File: src/design/port_cfg_regs.svh
// Purpose: constants for the port configuration word loader
// Assumes: word addresses of the configuration store are 8 bits, offsets 12 bits
// Notes: bit-range macros expand to a part-select range such as 7:0
`ifndef PORT_CFG_REGS_SVH
`define PORT_CFG_REGS_SVH

// ------------------------------------------------------------
// source word addresses
// ------------------------------------------------------------
`define PCL_PB_BASE_ADDR 8'h70
`define PCL_PM_BASE_ADDR 8'h80
`define PCL_TC_ADDR 8'h6a
`define PCL_WORD_STEP 8'h02

// ------------------------------------------------------------
// word memory layout: 0..5 budget, 6..11 pm control, 12 tc map
// ------------------------------------------------------------
`define PCL_IDX_PB_FIRST 4'h0
`define PCL_IDX_PM_FIRST 4'h6
`define PCL_IDX_TC 4'hc
`define PCL_IDX_LAST 4'hc
`define PCL_TC_PORT 3'h5
`define PCL_NUM_PORTS 3'h6

// ------------------------------------------------------------
// configuration space offsets
// ------------------------------------------------------------
`define PCL_OFF_VGA 12'h070
`define PCL_OFF_PMCP 12'h074
`define PCL_OFF_VEND5 12'h088
`define PCL_OFF_TCMAP 12'h154
`define PCL_OFF_PBDATA 12'h214
`define PCL_OFF_PBCAP 12'h218

// ------------------------------------------------------------
// field positions: source word and destination register
// ------------------------------------------------------------
`define PCL_SRC_BASEPWR 7:0
`define PCL_DST_BASEPWR 7:0
`define PCL_SRC_SCALE 9:8
`define PCL_DST_SCALE 9:8
`define PCL_SRC_PMSTATE 11:10
`define PCL_DST_PMSTATE 14:13
`define PCL_SRC_SYSALLOC 15
`define PCL_DST_SYSALLOC 0
`define PCL_SRC_RXPOL 6
`define PCL_DST_RXPOL 14
`define PCL_SRC_L0S 5:4
`define PCL_DST_L0S 13:12
`define PCL_SRC_L1DLY 3:2
`define PCL_DST_L1DLY 11:10
`define PCL_SRC_D3L1 1:0
`define PCL_DST_D3L1 9:8
`define PCL_SRC_VGA 7
`define PCL_DST_VGA 31
`define PCL_SRC_VEND 15:8
`define PCL_DST_VEND 31:24
`define PCL_SRC_TCMAP 15:9
`define PCL_DST_TCMAP 7:1

`endif

File: src/design/port_cfg_pkg.sv
// Purpose: types shared by the port configuration word loader
// Assumes: nothing beyond the regs header
// Notes: state encodings are written out
package port_cfg_pkg;

	typedef enum logic [1:0] {
		ld_issue = 2'b00,
		ld_wait = 2'b01,
		ld_done = 2'b10
	} load_state_e;

	typedef struct packed {
		load_state_e st;
		logic [3:0] idx;
		logic done;
		logic rd_req;
		logic [7:0] rd_addr;
		logic s1_valid;
		logic [11:0] s1_off;
		logic [2:0] s1_port;
		logic out_valid;
		logic [31:0] out_data;
	} loader_s;

endpackage : port_cfg_pkg

File: src/design/cfg_word_mem.sv
// Purpose: small word store holding the loaded configuration words
// Assumes: one write port and one read port on the same clock
// Notes: read data come out of a register one cycle after the address
`timescale 1ns/100ps

module cfg_word_mem #(
	parameter int WIDTH = 16,
	parameter int DEPTH = 16,
	parameter int AW = 4
) (
	input wire logic ref_clk,
	input wire logic rst,
	input wire logic wr_en,
	input wire logic [AW-1:0] wr_addr,
	input wire logic [WIDTH-1:0] wr_data,
	input wire logic [AW-1:0] rd_addr,
	output logic [WIDTH-1:0] rd_data_q
);

	initial begin
		if (DEPTH > (1 << AW) || DEPTH < 13 || WIDTH < 16) begin
			$error("cfg_word_mem: unsupported width or depth");
		end
	end

	typedef struct packed {
		logic [DEPTH-1:0][WIDTH-1:0] mem;
		logic [WIDTH-1:0] rd;
	} mem_s;

	mem_s q;
	mem_s d;

	always_comb begin
		d = q;
		if (wr_en && 32'(wr_addr) < DEPTH) begin
			d.mem[wr_addr] = wr_data;
		end
		d.rd = (32'(rd_addr) < DEPTH) ? q.mem[rd_addr] : '0;
	end

	// cleared store means unloaded fields read as zero
	always_ff @(posedge ref_clk or posedge rst) begin
		if (rst) begin
			q <= '0;
		end else begin
			q <= d;
		end
	end

	assign rd_data_q = q.rd;

endmodule : cfg_word_mem

File: src/design/port_cfg_loader.sv
// Purpose: fetch per-port configuration words after reset and serve the loaded register fields
// Assumes: the word fetch port is on ref_clk; config reads come from logic on ref_clk
// Notes: only the loaded fields are shown; all other register bits read as zero
`timescale 1ns/100ps
`include "port_cfg_regs.svh"

module port_cfg_loader #(
	parameter int NUM_WORDS = 13
) (
	input wire logic ref_clk,
	input wire logic rst,
	output logic rom_rd_req,
	output logic [7:0] rom_rd_addr,
	input wire logic rom_rd_valid,
	input wire logic [15:0] rom_rd_data,
	output logic load_done,
	output logic cfg_ready,
	input wire logic cfg_rd_req,
	input wire logic [2:0] cfg_rd_port,
	input wire logic [11:0] cfg_rd_offset,
	output logic cfg_rd_valid,
	output logic [31:0] cfg_rd_data
);

	initial begin
		if (NUM_WORDS != 13) begin
			$error("port_cfg_loader: word count must be 13");
		end
	end

	port_cfg_pkg::loader_s q;
	port_cfg_pkg::loader_s d;
	logic mem_wr;
	logic [3:0] mem_raddr;
	logic [15:0] mem_word;

	// ------------------------------------------------------------
	// source address of each stored word
	// ------------------------------------------------------------
	function automatic logic [7:0] word_addr(input logic [3:0] idx);
		logic [7:0] a;
		a = 8'h00;
		if (idx == `PCL_IDX_TC) begin
			a = `PCL_TC_ADDR;
		end else if (idx >= `PCL_IDX_PM_FIRST) begin
			a = 8'(`PCL_PM_BASE_ADDR + `PCL_WORD_STEP * 8'(idx - `PCL_IDX_PM_FIRST));
		end else begin
			a = 8'(`PCL_PB_BASE_ADDR + `PCL_WORD_STEP * 8'(idx));
		end
		return a;
	endfunction : word_addr

	// ------------------------------------------------------------
	// stored word that backs a register
	// ------------------------------------------------------------
	function automatic logic [3:0] word_index(input logic [11:0] off, input logic [2:0] port);
		logic [3:0] i;
		i = `PCL_IDX_PB_FIRST;
		case (off)
			`PCL_OFF_VGA, `PCL_OFF_PMCP, `PCL_OFF_VEND5: begin
				i = 4'(`PCL_IDX_PM_FIRST + 4'(port));
			end
			`PCL_OFF_TCMAP: begin
				i = `PCL_IDX_TC;
			end
			default: begin
				i = 4'(`PCL_IDX_PB_FIRST + 4'(port));
			end
		endcase
		return i;
	endfunction : word_index

	// ------------------------------------------------------------
	// place the word's fields into the register image
	// ------------------------------------------------------------
	function automatic logic [31:0] place(input logic [11:0] off, input logic [2:0] port,
		input logic [15:0] w);
		logic [31:0] r;
		r = 32'h0000_0000;
		if (port < `PCL_NUM_PORTS) begin
			case (off)
				`PCL_OFF_PBDATA: begin
					r[`PCL_DST_BASEPWR] = w[`PCL_SRC_BASEPWR];
					r[`PCL_DST_SCALE] = w[`PCL_SRC_SCALE];
					r[`PCL_DST_PMSTATE] = w[`PCL_SRC_PMSTATE];
				end
				`PCL_OFF_PBCAP: begin
					r[`PCL_DST_SYSALLOC] = w[`PCL_SRC_SYSALLOC];
				end
				`PCL_OFF_PMCP: begin
					r[`PCL_DST_RXPOL] = w[`PCL_SRC_RXPOL];
					r[`PCL_DST_L0S] = w[`PCL_SRC_L0S];
					r[`PCL_DST_L1DLY] = w[`PCL_SRC_L1DLY];
					r[`PCL_DST_D3L1] = w[`PCL_SRC_D3L1];
				end
				`PCL_OFF_VGA: begin
					r[`PCL_DST_VGA] = w[`PCL_SRC_VGA];
				end
				`PCL_OFF_VEND5: begin
					r[`PCL_DST_VEND] = w[`PCL_SRC_VEND];
				end
				`PCL_OFF_TCMAP: begin
					// only the last port has its map loaded here
					if (port == `PCL_TC_PORT) begin
						r[`PCL_DST_TCMAP] = w[`PCL_SRC_TCMAP];
					end
				end
				default: begin
					r = 32'h0000_0000;
				end
			endcase
		end
		return r;
	endfunction : place

	// ------------------------------------------------------------
	// load sequencer and read pipeline
	// ------------------------------------------------------------
	always_comb begin
		d = q;
		mem_wr = 1'b0;
		d.rd_req = 1'b0;
		case (q.st)
			port_cfg_pkg::ld_issue: begin
				d.rd_req = 1'b1;
				d.rd_addr = word_addr(q.idx);
				d.st = port_cfg_pkg::ld_wait;
			end
			port_cfg_pkg::ld_wait: begin
				if (rom_rd_valid) begin
					mem_wr = 1'b1;
					if (q.idx == `PCL_IDX_LAST) begin
						d.st = port_cfg_pkg::ld_done;
						d.done = 1'b1;
					end else begin
						d.idx = 4'(q.idx + 4'h1);
						d.st = port_cfg_pkg::ld_issue;
					end
				end
			end
			port_cfg_pkg::ld_done: begin
				d.done = 1'b1;
			end
			default: begin
				d.st = port_cfg_pkg::ld_issue;
				d.idx = `PCL_IDX_PB_FIRST;
				d.done = 1'b0;
			end
		endcase
		// reads before the load ends would show hardware defaults, so they are ignored
		d.s1_valid = cfg_rd_req && q.done;
		d.s1_off = cfg_rd_offset;
		d.s1_port = cfg_rd_port;
		d.out_valid = q.s1_valid;
		d.out_data = q.s1_valid ? place(q.s1_off, q.s1_port, mem_word) : q.out_data;
	end

	assign mem_raddr = word_index(cfg_rd_offset, cfg_rd_port);

	always_ff @(posedge ref_clk or posedge rst) begin
		if (rst) begin
			q <= '0;
		end else begin
			q <= d;
		end
	end

	cfg_word_mem #(
		.WIDTH(16),
		.DEPTH(16),
		.AW(4)
	) u_mem (
		.ref_clk(ref_clk),
		.rst(rst),
		.wr_en(mem_wr),
		.wr_addr(q.idx),
		.wr_data(rom_rd_data),
		.rd_addr(mem_raddr),
		.rd_data_q(mem_word)
	);

	assign rom_rd_req = q.rd_req;
	assign rom_rd_addr = q.rd_addr;
	assign load_done = q.done;
	assign cfg_ready = q.done;
	assign cfg_rd_valid = q.out_valid;
	assign cfg_rd_data = q.out_data;

endmodule : port_cfg_loader

File: config.mk
export PLATFORM = sky130hd
export DESIGN_NAME = port_cfg_loader
export DESIGN_NICKNAME = d
export VERILOG_FILES = /design/src/design/port_cfg_pkg.sv /design/src/design/cfg_word_mem.sv /design/src/design/port_cfg_loader.sv
export VERILOG_INCLUDE_DIRS = /design/src /design/src/design
export SDC_FILE = /design/constraint.sdc
export NUM_CORES = 1
export LEC_CHECK = 0
export ABC_AREA = 1
export BUFFER_PORTS_ARGS = -buffer_cell sky130_fd_sc_hd__buf_4
export CORE_UTILIZATION = 32
export DETAILED_ROUTE_END_ITERATION = 6
export GPL_TIMING_DRIVEN = 1
export PLACE_DENSITY = 0.5
export SKIP_LAST_GASP = 1
export SYNTH_ARGS = -nofsm -noshare
export SYNTH_HDL_FRONTEND = slang
export SYNTH_HIERARCHICAL = 1
export SYNTH_SLANG_ARGS = --single-unit
File: constraint.sdc
create_clock -name ref_clk -period 8.9 [get_ports ref_clk]
set_clock_uncertainty 0.1 [all_clocks]
set_input_delay 1.335 -clock ref_clk [delete_from_list [all_inputs] [get_ports ref_clk]]
set_output_delay 1.335 -clock ref_clk [all_outputs]
set_load 0.05 [all_outputs]
# ---- Yosys cells after proc, flatten, opt, wreduce, memory -nomap -nowiden
# Index checks and enable logic that the tools add are counted.
dict set report classes {
  addsub 5
  mul 0
  div 0
  magnitude_cmp 5
  eq_ne 17
  n_shift 0
  mux 27
  bitwise 3
  reduce_logical 8
}
# cell count
set op_table {}
lappend op_table {{256-bit bitwise mux} 1}
lappend op_table {{16-bit binary-select mux with 4-bit select} 1}
lappend op_table {{16-bit demux with 4-bit select} 1}
lappend op_table {{12-bit by 7-bit equality test with 1-bit output (second input constant)} 4}
lappend op_table {{16-bit two-way mux} 2}
lappend op_table {{32-bit two-way mux} 1}
lappend op_table {{12-bit by 10-bit equality test with 1-bit output (second input constant)} 2}
lappend op_table {{12-bit by 8-bit equality test with 1-bit output (second input constant)} 2}
lappend op_table {{12-bit by 9-bit equality test with 1-bit output (second input constant)} 2}
lappend op_table {{7-bit two-way mux} 3}
lappend op_table {{8-bit two-way mux} 2}
lappend op_table {{4-bit one-hot mux with 2 select lines} 2}
lappend op_table {{7-bit one-hot mux with 2 select lines} 1}
lappend op_table {{4-bit by 5-bit < comparator with 1-bit output (second input constant)} 2}
lappend op_table {{9-bit two-way mux} 1}
lappend op_table {{7-bit by 5-bit adder with 8-bit output (first input constant)} 1}
lappend op_table {{8-bit adder (first input constant)} 1}
lappend op_table {{2-bit one-hot mux with 2 select lines} 2}
lappend op_table {{2-bit inequality test (second input constant)} 3}
lappend op_table {{2-bit one-hot mux with 3 select lines} 1}
lappend op_table {{3-bit AND reduction} 2}
lappend op_table {{4-bit by 3-bit subtractor with 5-bit output (second input constant)} 1}
lappend op_table {{3-bit by 3-bit adder with 4-bit output (first input constant)} 1}
lappend op_table {{4-bit by 1-bit adder with 4-bit output (second input constant)} 1}
lappend op_table {{19 further kinds} 25}
dict set report word_totals {
  reg_bits 337
  latch_bits 0
  ramBits 0
  rom_bits 0
  memories 0
}

# ---- Longest topological paths before layout
# Gate-level depths: netlist (run 1).
dict set report depth {
  ltp_word 5
  mapped_depth 14
  depth_no_buf 13
}

# ---- Cells and area by module
# The synthesis (run 1) kept the hierarchy.
# mod n_inst cells_each area_per_inst_um2
set by_module_without_submodules {}
lappend by_module_without_submodules {cfg_word_mem 1 1686 12821.0}
lappend by_module_without_submodules {port_cfg_loader 1 378 3061.7}

# ---- Worst setup path before layout (run 1)
# Ideal clock, no wire load.
dict set report synth_path {
  path_type {input -> register}
  start {input port cfg_rd_offset[11]}
  end {register u_mem.q, in the netlist u_mem/rd_data_q[10]}
  setup_time_ps 118
  arrival_time_ps 2605
  t_required_ps 8682
  setup_slack_ps 6077
  cell_stages 11
  path_cell_list {nor2_1 nor3b_2 nand2_1 nand2_1 nand3_1 clkbuf_1 inv_1 clkbuf_1 nand3_1 nand3_1 nand2_1}
}
# item line_no
set synth_rtl {}
lappend synth_rtl {{start, declared} port_cfg_loader.sv:20} ;# input wire logic [11:0] cfg_rd_offset,
lappend synth_rtl {{end signal, assigned} cfg_word_mem.sv:45} ;# q <= '0;
lappend synth_rtl {{end signal, assigned} cfg_word_mem.sv:47} ;# q <= d;
lappend synth_rtl {{end, declared} cfg_word_mem.sv:31} ;# mem_s q;

==> results of run 1 <==
-- synthesized netlist by cell type, types with 7 or more instances --
master    instances  share of area
nand2_2           7         0.0028
dfrtp_1         326           0.51
buf_4            58          0.027
inv_1           267          0.063
clkbuf_1         51          0.012
nor2_1           33         0.0078
nand4_1          12         0.0047
nand2_1         690           0.16
buf_2            54          0.017
o21ai_0         254          0.080
buf_1             7         0.0017
ha_1              9         0.0071
nor2_2            7         0.0028
o21ai_1          13         0.0041
nand3_1         243          0.077
-- routing by layer --
layer | global-route usage | up-vias
li1 | - | 6270
met1 | 0.233 | 5910
met2 | 0.292 | 258
met3 | 0.0332 | 58
met4 | 0.0485 | 0
met5 | 0 | -
-- state kept, by name, indices dropped and copies added, names as in the netlist --
signal	cells
cfg_rd_data	23
rom_rd_addr	6
cfg_ready	1
d	1
cfg_rd_valid	1
q	21
u_mem/rd_data_q	16
u_mem/q	256
rom_rd_req	1
-- layout make-up --
type                            count  area share
Sequential cell                   326       0.460
Inverter                          270      0.0576
Clock buffer                       60      0.0658
Tap cell                          664      0.0468
Timing Repair Buffer               91      0.0392
Clock inverter                      3     0.00367
Multi-Input combinational cell   1300       0.327
-- power by group through the flow --
stage,clock [mW],sequential [mW],combinational [mW]
6_report,1.55,1.78,0.681
3_5_place_dp,0,1.80,0.689
2_1_floorplan,0,1.79,0.533
5_1_grt,1.66,1.80,0.780
3_3_place_gp,0,1.80,0.680
4_1_cts,1.60,1.78,0.690
-- worst paths after layout --
| check | end | slack (ns) | cells past startpoint |
|---|---|---|---|
| max in group asynchronous | u_mem/q[140] | 6.44 | 3 |
| setup / recovery | u_mem/rd_data_q[15] | 5.01 | 14 |
| hold / removal | cfg_rd_valid | 0.35 | 0 |
| setup reg to reg | u_mem/q[207] | 6.27 | 10 |
| min in group asynchronous | d[32] | 0.54 | 2 |
| hold reg to reg | cfg_rd_valid | 0.35 | 0 |
-- kinds of logic (layout without fill, tap and decap cells) --
| logic type | Yosys count | after routing | share of synthesized area |
|---|---|---|---|
| other | 1 | 10 | 0.000236 |
| adders and majority gates | 9 | 9 | 0.00709 |
| buffers and inverters | 447 | 424 | 0.125 |
| AOI/OAI and AO/OA | 272 | 272 | 0.0860 |
| DFF | 326 | 326 | 0.514 |
| and+or+nand+nor | 1008 | 1008 | 0.267 |
| xor gates and xnor gates | 1 | 1 | 0.000552 |
-- critical path, cell delays in order --
cell and delay [ns]:
buf_4 0.12, inv_1 0.04, nand2_1 0.06, nor3_1 0.14
nand3_1 0.21, and2_4 0.41, inv_4 0.52, buf_4 0.84
nand2_1 0.13, nand2_1 0.10, nand2_1 0.05, nand3_1 0.08
nand3_1 0.08, nand2_1 0.13
-- stage by stage --
stage               total power [mW]  hold WS, ns
floorplan                       2.32        0.293
finish                          4.01        0.352
global route                    4.25        0.375
CTS                             4.07        0.359
global placement                2.48        0.345
detailed placement              2.49        0.354
==> results.yml, run 1 <==
sta:
  hold_viol_final: 0
  setup_violations: 0
  fin_setup_tns_ns: 0
  post-route-period-util: 0.437
  rsz0062_at_grt: "false"
  min_period_ns: 3.89
  final_max_slew_viol_count: 0
  worst-slew-pin-transition_ns: 1.16
  fmax_ghz: 0.257
  fin_ws_ns: 5.01
  slew_headroom: 0.226
routing:
  wirelength_microns: 43300
  wl_met2_microns: 20300
  wire_per_inst_microns: 15.9
  antenna_left: 0
  drt-met1-wl_microns: 20000
  vias: 12496
  drc: 0
  drt_iter0_markers: 822
  dr.max_layer_used: "met4"
  first_pass_iters: 5
  avgViaCountPerCell: 4.60
  dr_wl_met3_microns: 1960
final_layout:
  drive_gt1_frac: 0.0888
  final_common_cell: "nand2_1"
  layout_common_cells: "685 x nand2_1, 326 x dfrtp_1, 264 x inv_1"
  finalInstanceArea_sq_um: 17700
  final_cell_count_no_fill: 2714
  num_antenna_cells: 0
  multi_input_area_sq_um: 5800
  nets: 2071
  n_fill_cell: 5125
  final_util: 0.362
  regArea_sq_um: 8160
  area.growth.synth_to_final_pct: 11.7
setup_path:
  start_kind: "input pin"
  path_max_fanout: 79
  worstPathRequired_ns: 9.28
  cp.arrival_ns: 4.26
  crit-reg2reg-launch: "q[64]"
  critical_path_class: "in -> reg"
  end_kind: "flip-flop"
  crit_start: "cfg_rd_offset[7]"
pwr:
  power_density_nw_per_um2: 226
  leakagePower_nw: 8.63
  power.share.combinational: 0.170
  clkPwrFrac: 0.386
  p_int_mw: 2.84
  power_frac_seq: 0.444
  p_sw_frac: 0.293
  peakVddDrop_v: 0.000110
  switchingPower_mw: 1.17
logic_synthesis:
  synth-main-ff-cell: "dfrtp_1"
  synth_cell_types: 32
  seq_area_frac_synth: 0.514
  synthCells: 2064
  ys_ff_latch: 326
  yosys_warnings: 6
  syn_area_per_cell_sq_um: 7.70
  async_reset_ff_frac: 1.00
  synth.cell_area_sq_um: 15900
  synth_edf_count: 0
worst_hold_path:
  hold_class: "reg -> reg"
  min_from: "d[32]"
die:
  rows: 81
  fp.dieW_microns: 225
  die_h_microns: 225
  initial_core_util: 0.324
  dieArea_sq_um: 50500
  core_area_sq_um: 49000
  io_pins: 79
clocking:
  cts_buffers: 38
  cts_resized: 0
  cts_setup_buffers: 0
  htree_num_levels: 2
  clock_sinks: 326
  cts_hold_buf: 0
  clock_path_buffers: 3
  cts_tree: "yes"
  clock-root-buffer: "clkbuf_16"
  clock_latency_ns: 0.55
  clk_pin_slew_ns: 0.05
placement:
  gp_congestion: 0.780
  dpl_cell_area_sq_um: 16500
  placed_cells: 2651
  pre_cts_ws_ns: 4.44
  dpl.hpwl_microns: 25600
  io_buffer_count: 68
grt:
  grt_max_degree: 187
  grt_pass1_vias: 11932
  grt.total_usage: 0.176
  grt_pass1_wl_microns: 68400
  grt-ovfl-total: 0
  grt_antenna_before_repair: 0
outcome:
  outcome: "finished, final reports clean"
run:
  cap_violations: 0
No activity file was read; power rests on OpenSTA's default activity.
==> inputs of run 2 (changes only) <==
Clock period 8.9 ns to 3.2 ns, I/O delays scaled along.
==> results.yml, run 2 (synthesis results as in run 1) <==
outcome:
  outcome: "finished, final reports clean"
final_layout:
  area.growth.synth_to_final_pct: 13.4
  drive_gt1_frac: 0.0915
  final_common_cell: "nand2_1"
  layout_common_cells: "689 x nand2_1, 326 x dfrtp_1, 264 x inv_1"
  max_flop_register: "u_mem/q"
  num_antenna_cells: 0
  n_fill_cell: 5097
  final_util: 0.368
  largest_reg_flops: 256
  nets: 2096
sta:
  setup_violations: 0
  final_max_slew_viol_count: 0
  post-route-period-util: 0.795
  min_period_ns: 2.54
  worst-slew-pin-transition_ns: 1.00
  rsz0062_at_grt: "false"
  fmax_ghz: 0.393
  hold_viol_final: 0
  fin_setup_tns_ns: 0
  slew_headroom: 0.331
die:
  fp.dieW_microns: 225
  die_h_microns: 225
  rows: 81
  io_pins: 79
  initial_core_util: 0.324
  core_area_sq_um: 49000
  dieArea_sq_um: 50500
setup_path:
  worstPathRequired_ns: 3.52
  cp.arrival_ns: 2.87
  end_kind: "flip-flop"
  critPathBufInv: 5
  cpMaxStageDelayCell: "dlygate4sd3_1"
  path_max_fanout: 93
  path_delay_family: "simple AND/OR/NAND/NOR gates"
  crit_top_cell: "nand3_1"
  cpPeakStageDelay_ns: 0.54
  start_kind: "input pin"
  path_cells: "dlygate4sd3_1 -> buf_4 -> inv_1 -> nand2_1 -> nor3_1 -> nand3_1 -> and2_4 -> inv_4 -> buf_12 -> nand2_1 -> nand3_1 -> nand3_1 -> nand3_1 -> nand2_1"
  critical_path_class: "in -> reg"
run:
  cap_violations: 0
clocking:
  cts_hold_buf: 15
  cts_setup_buffers: 0
  clk_pin_slew_ns: 0.06
  cts_tree: "yes"
  clock-root-buffer: "clkbuf_16"
  cts_resized: 0
  clock_sinks: 326
  cts_buffers: 38
  clock_latency_ns: 0.55
  clock_path_buffers: 3
  htree_num_levels: 2
routing:
  dr_wl_met3_microns: 2160
  wire_per_inst_microns: 16.0
  first_pass_iters: 6
  antenna_left: 0
  vias: 12755
  dr.max_layer_used: "met4"
  drt_iter0_markers: 1090
  wirelength_microns: 43800
  wl_met2_microns: 20100
  drc: 0
  avgViaCountPerCell: 4.65
  drt-met1-wl_microns: 20700
placement:
  io_buffer_count: 68
  dpl.hpwl_microns: 25800
  gp_congestion: 0.780
pwr:
  power_density_nw_per_um2: 620
  peakVddDrop_v: 0.000298
  leakagePower_nw: 8.76
grt:
  grt_antenna_before_repair: 0
  grt.total_usage: 0.179
  grt_pass1_vias: 12325
  grt_pass1_wl_microns: 70500
  grt_max_degree: 144
  grt-ovfl-total: 0
worst_hold_path:
  hold_class: "in -> async"
==> run 2: area by class of cell <==
type                    count  area [sq um]  share of cell area
repair buffers            116           996              0.0553
clock inverters             7          85.1             0.00472
clock buffers              58          1140              0.0633
multi-input cells        1300          5790               0.321
inverters                 270          1020              0.0567
well taps                 664           831              0.0461
flip-flops and latches    326          8160               0.453
==> run 2: final timing paths <==
check                                 start                 end  slack [ns]  depth (start not counted)
max in group asynchronous               rst      rom_rd_addr[3]        2.26                          3
min in group ref_clk             cfg_rd_req               d[32]        0.04                          3
max reg2reg                           q[64]        u_mem/q[160]        0.84                         10
min                                     rst      cfg_rd_data[3]        0.02                          2
max                        cfg_rd_offset[7]  u_mem/rd_data_q[6]        0.66                         14
min reg2reg                 cfg_rd_data[28]     cfg_rd_data[28]        0.38                          2
==> run 2: metrics by stage <==
step / total power, mW / setup slack (ns) / hold slack (ns) / cell area [sq um] / std cells
2_1_floorplan: 6.46 / -0.975 / 0.293 / 15900 / 2073
3_3_place_gp: 6.92 / 0.683 / 0.365 / 16600 / 2661
3_5_place_dp: 6.96 / 0.658 / 0.367 / 16600 / 2661
4_1_cts: 11.4 / 0.684 / 0.0109 / 18000 / 2741
5_1_grt: 11.9 / 0.445 / 0.0265 / 18000 / 2741
6_report: 11.2 / 0.656 / 0.0161 / 18000 / 2741
==> run 2: routing by layer <==
metal  vias to the layer above  global-route usage
met5                         -                   0
met1                      6084               0.246
met3                        57              0.0307
li1                       6330                   -
met4                         0              0.0448
met2                       284               0.292
==> run 2: report_power, final <==
part,leakage [nW],switching [mW],internal [mW]
logic,3.76,1.30,0.627
registers,4.40,0.311,4.64
clock network,0.603,1.69,2.60
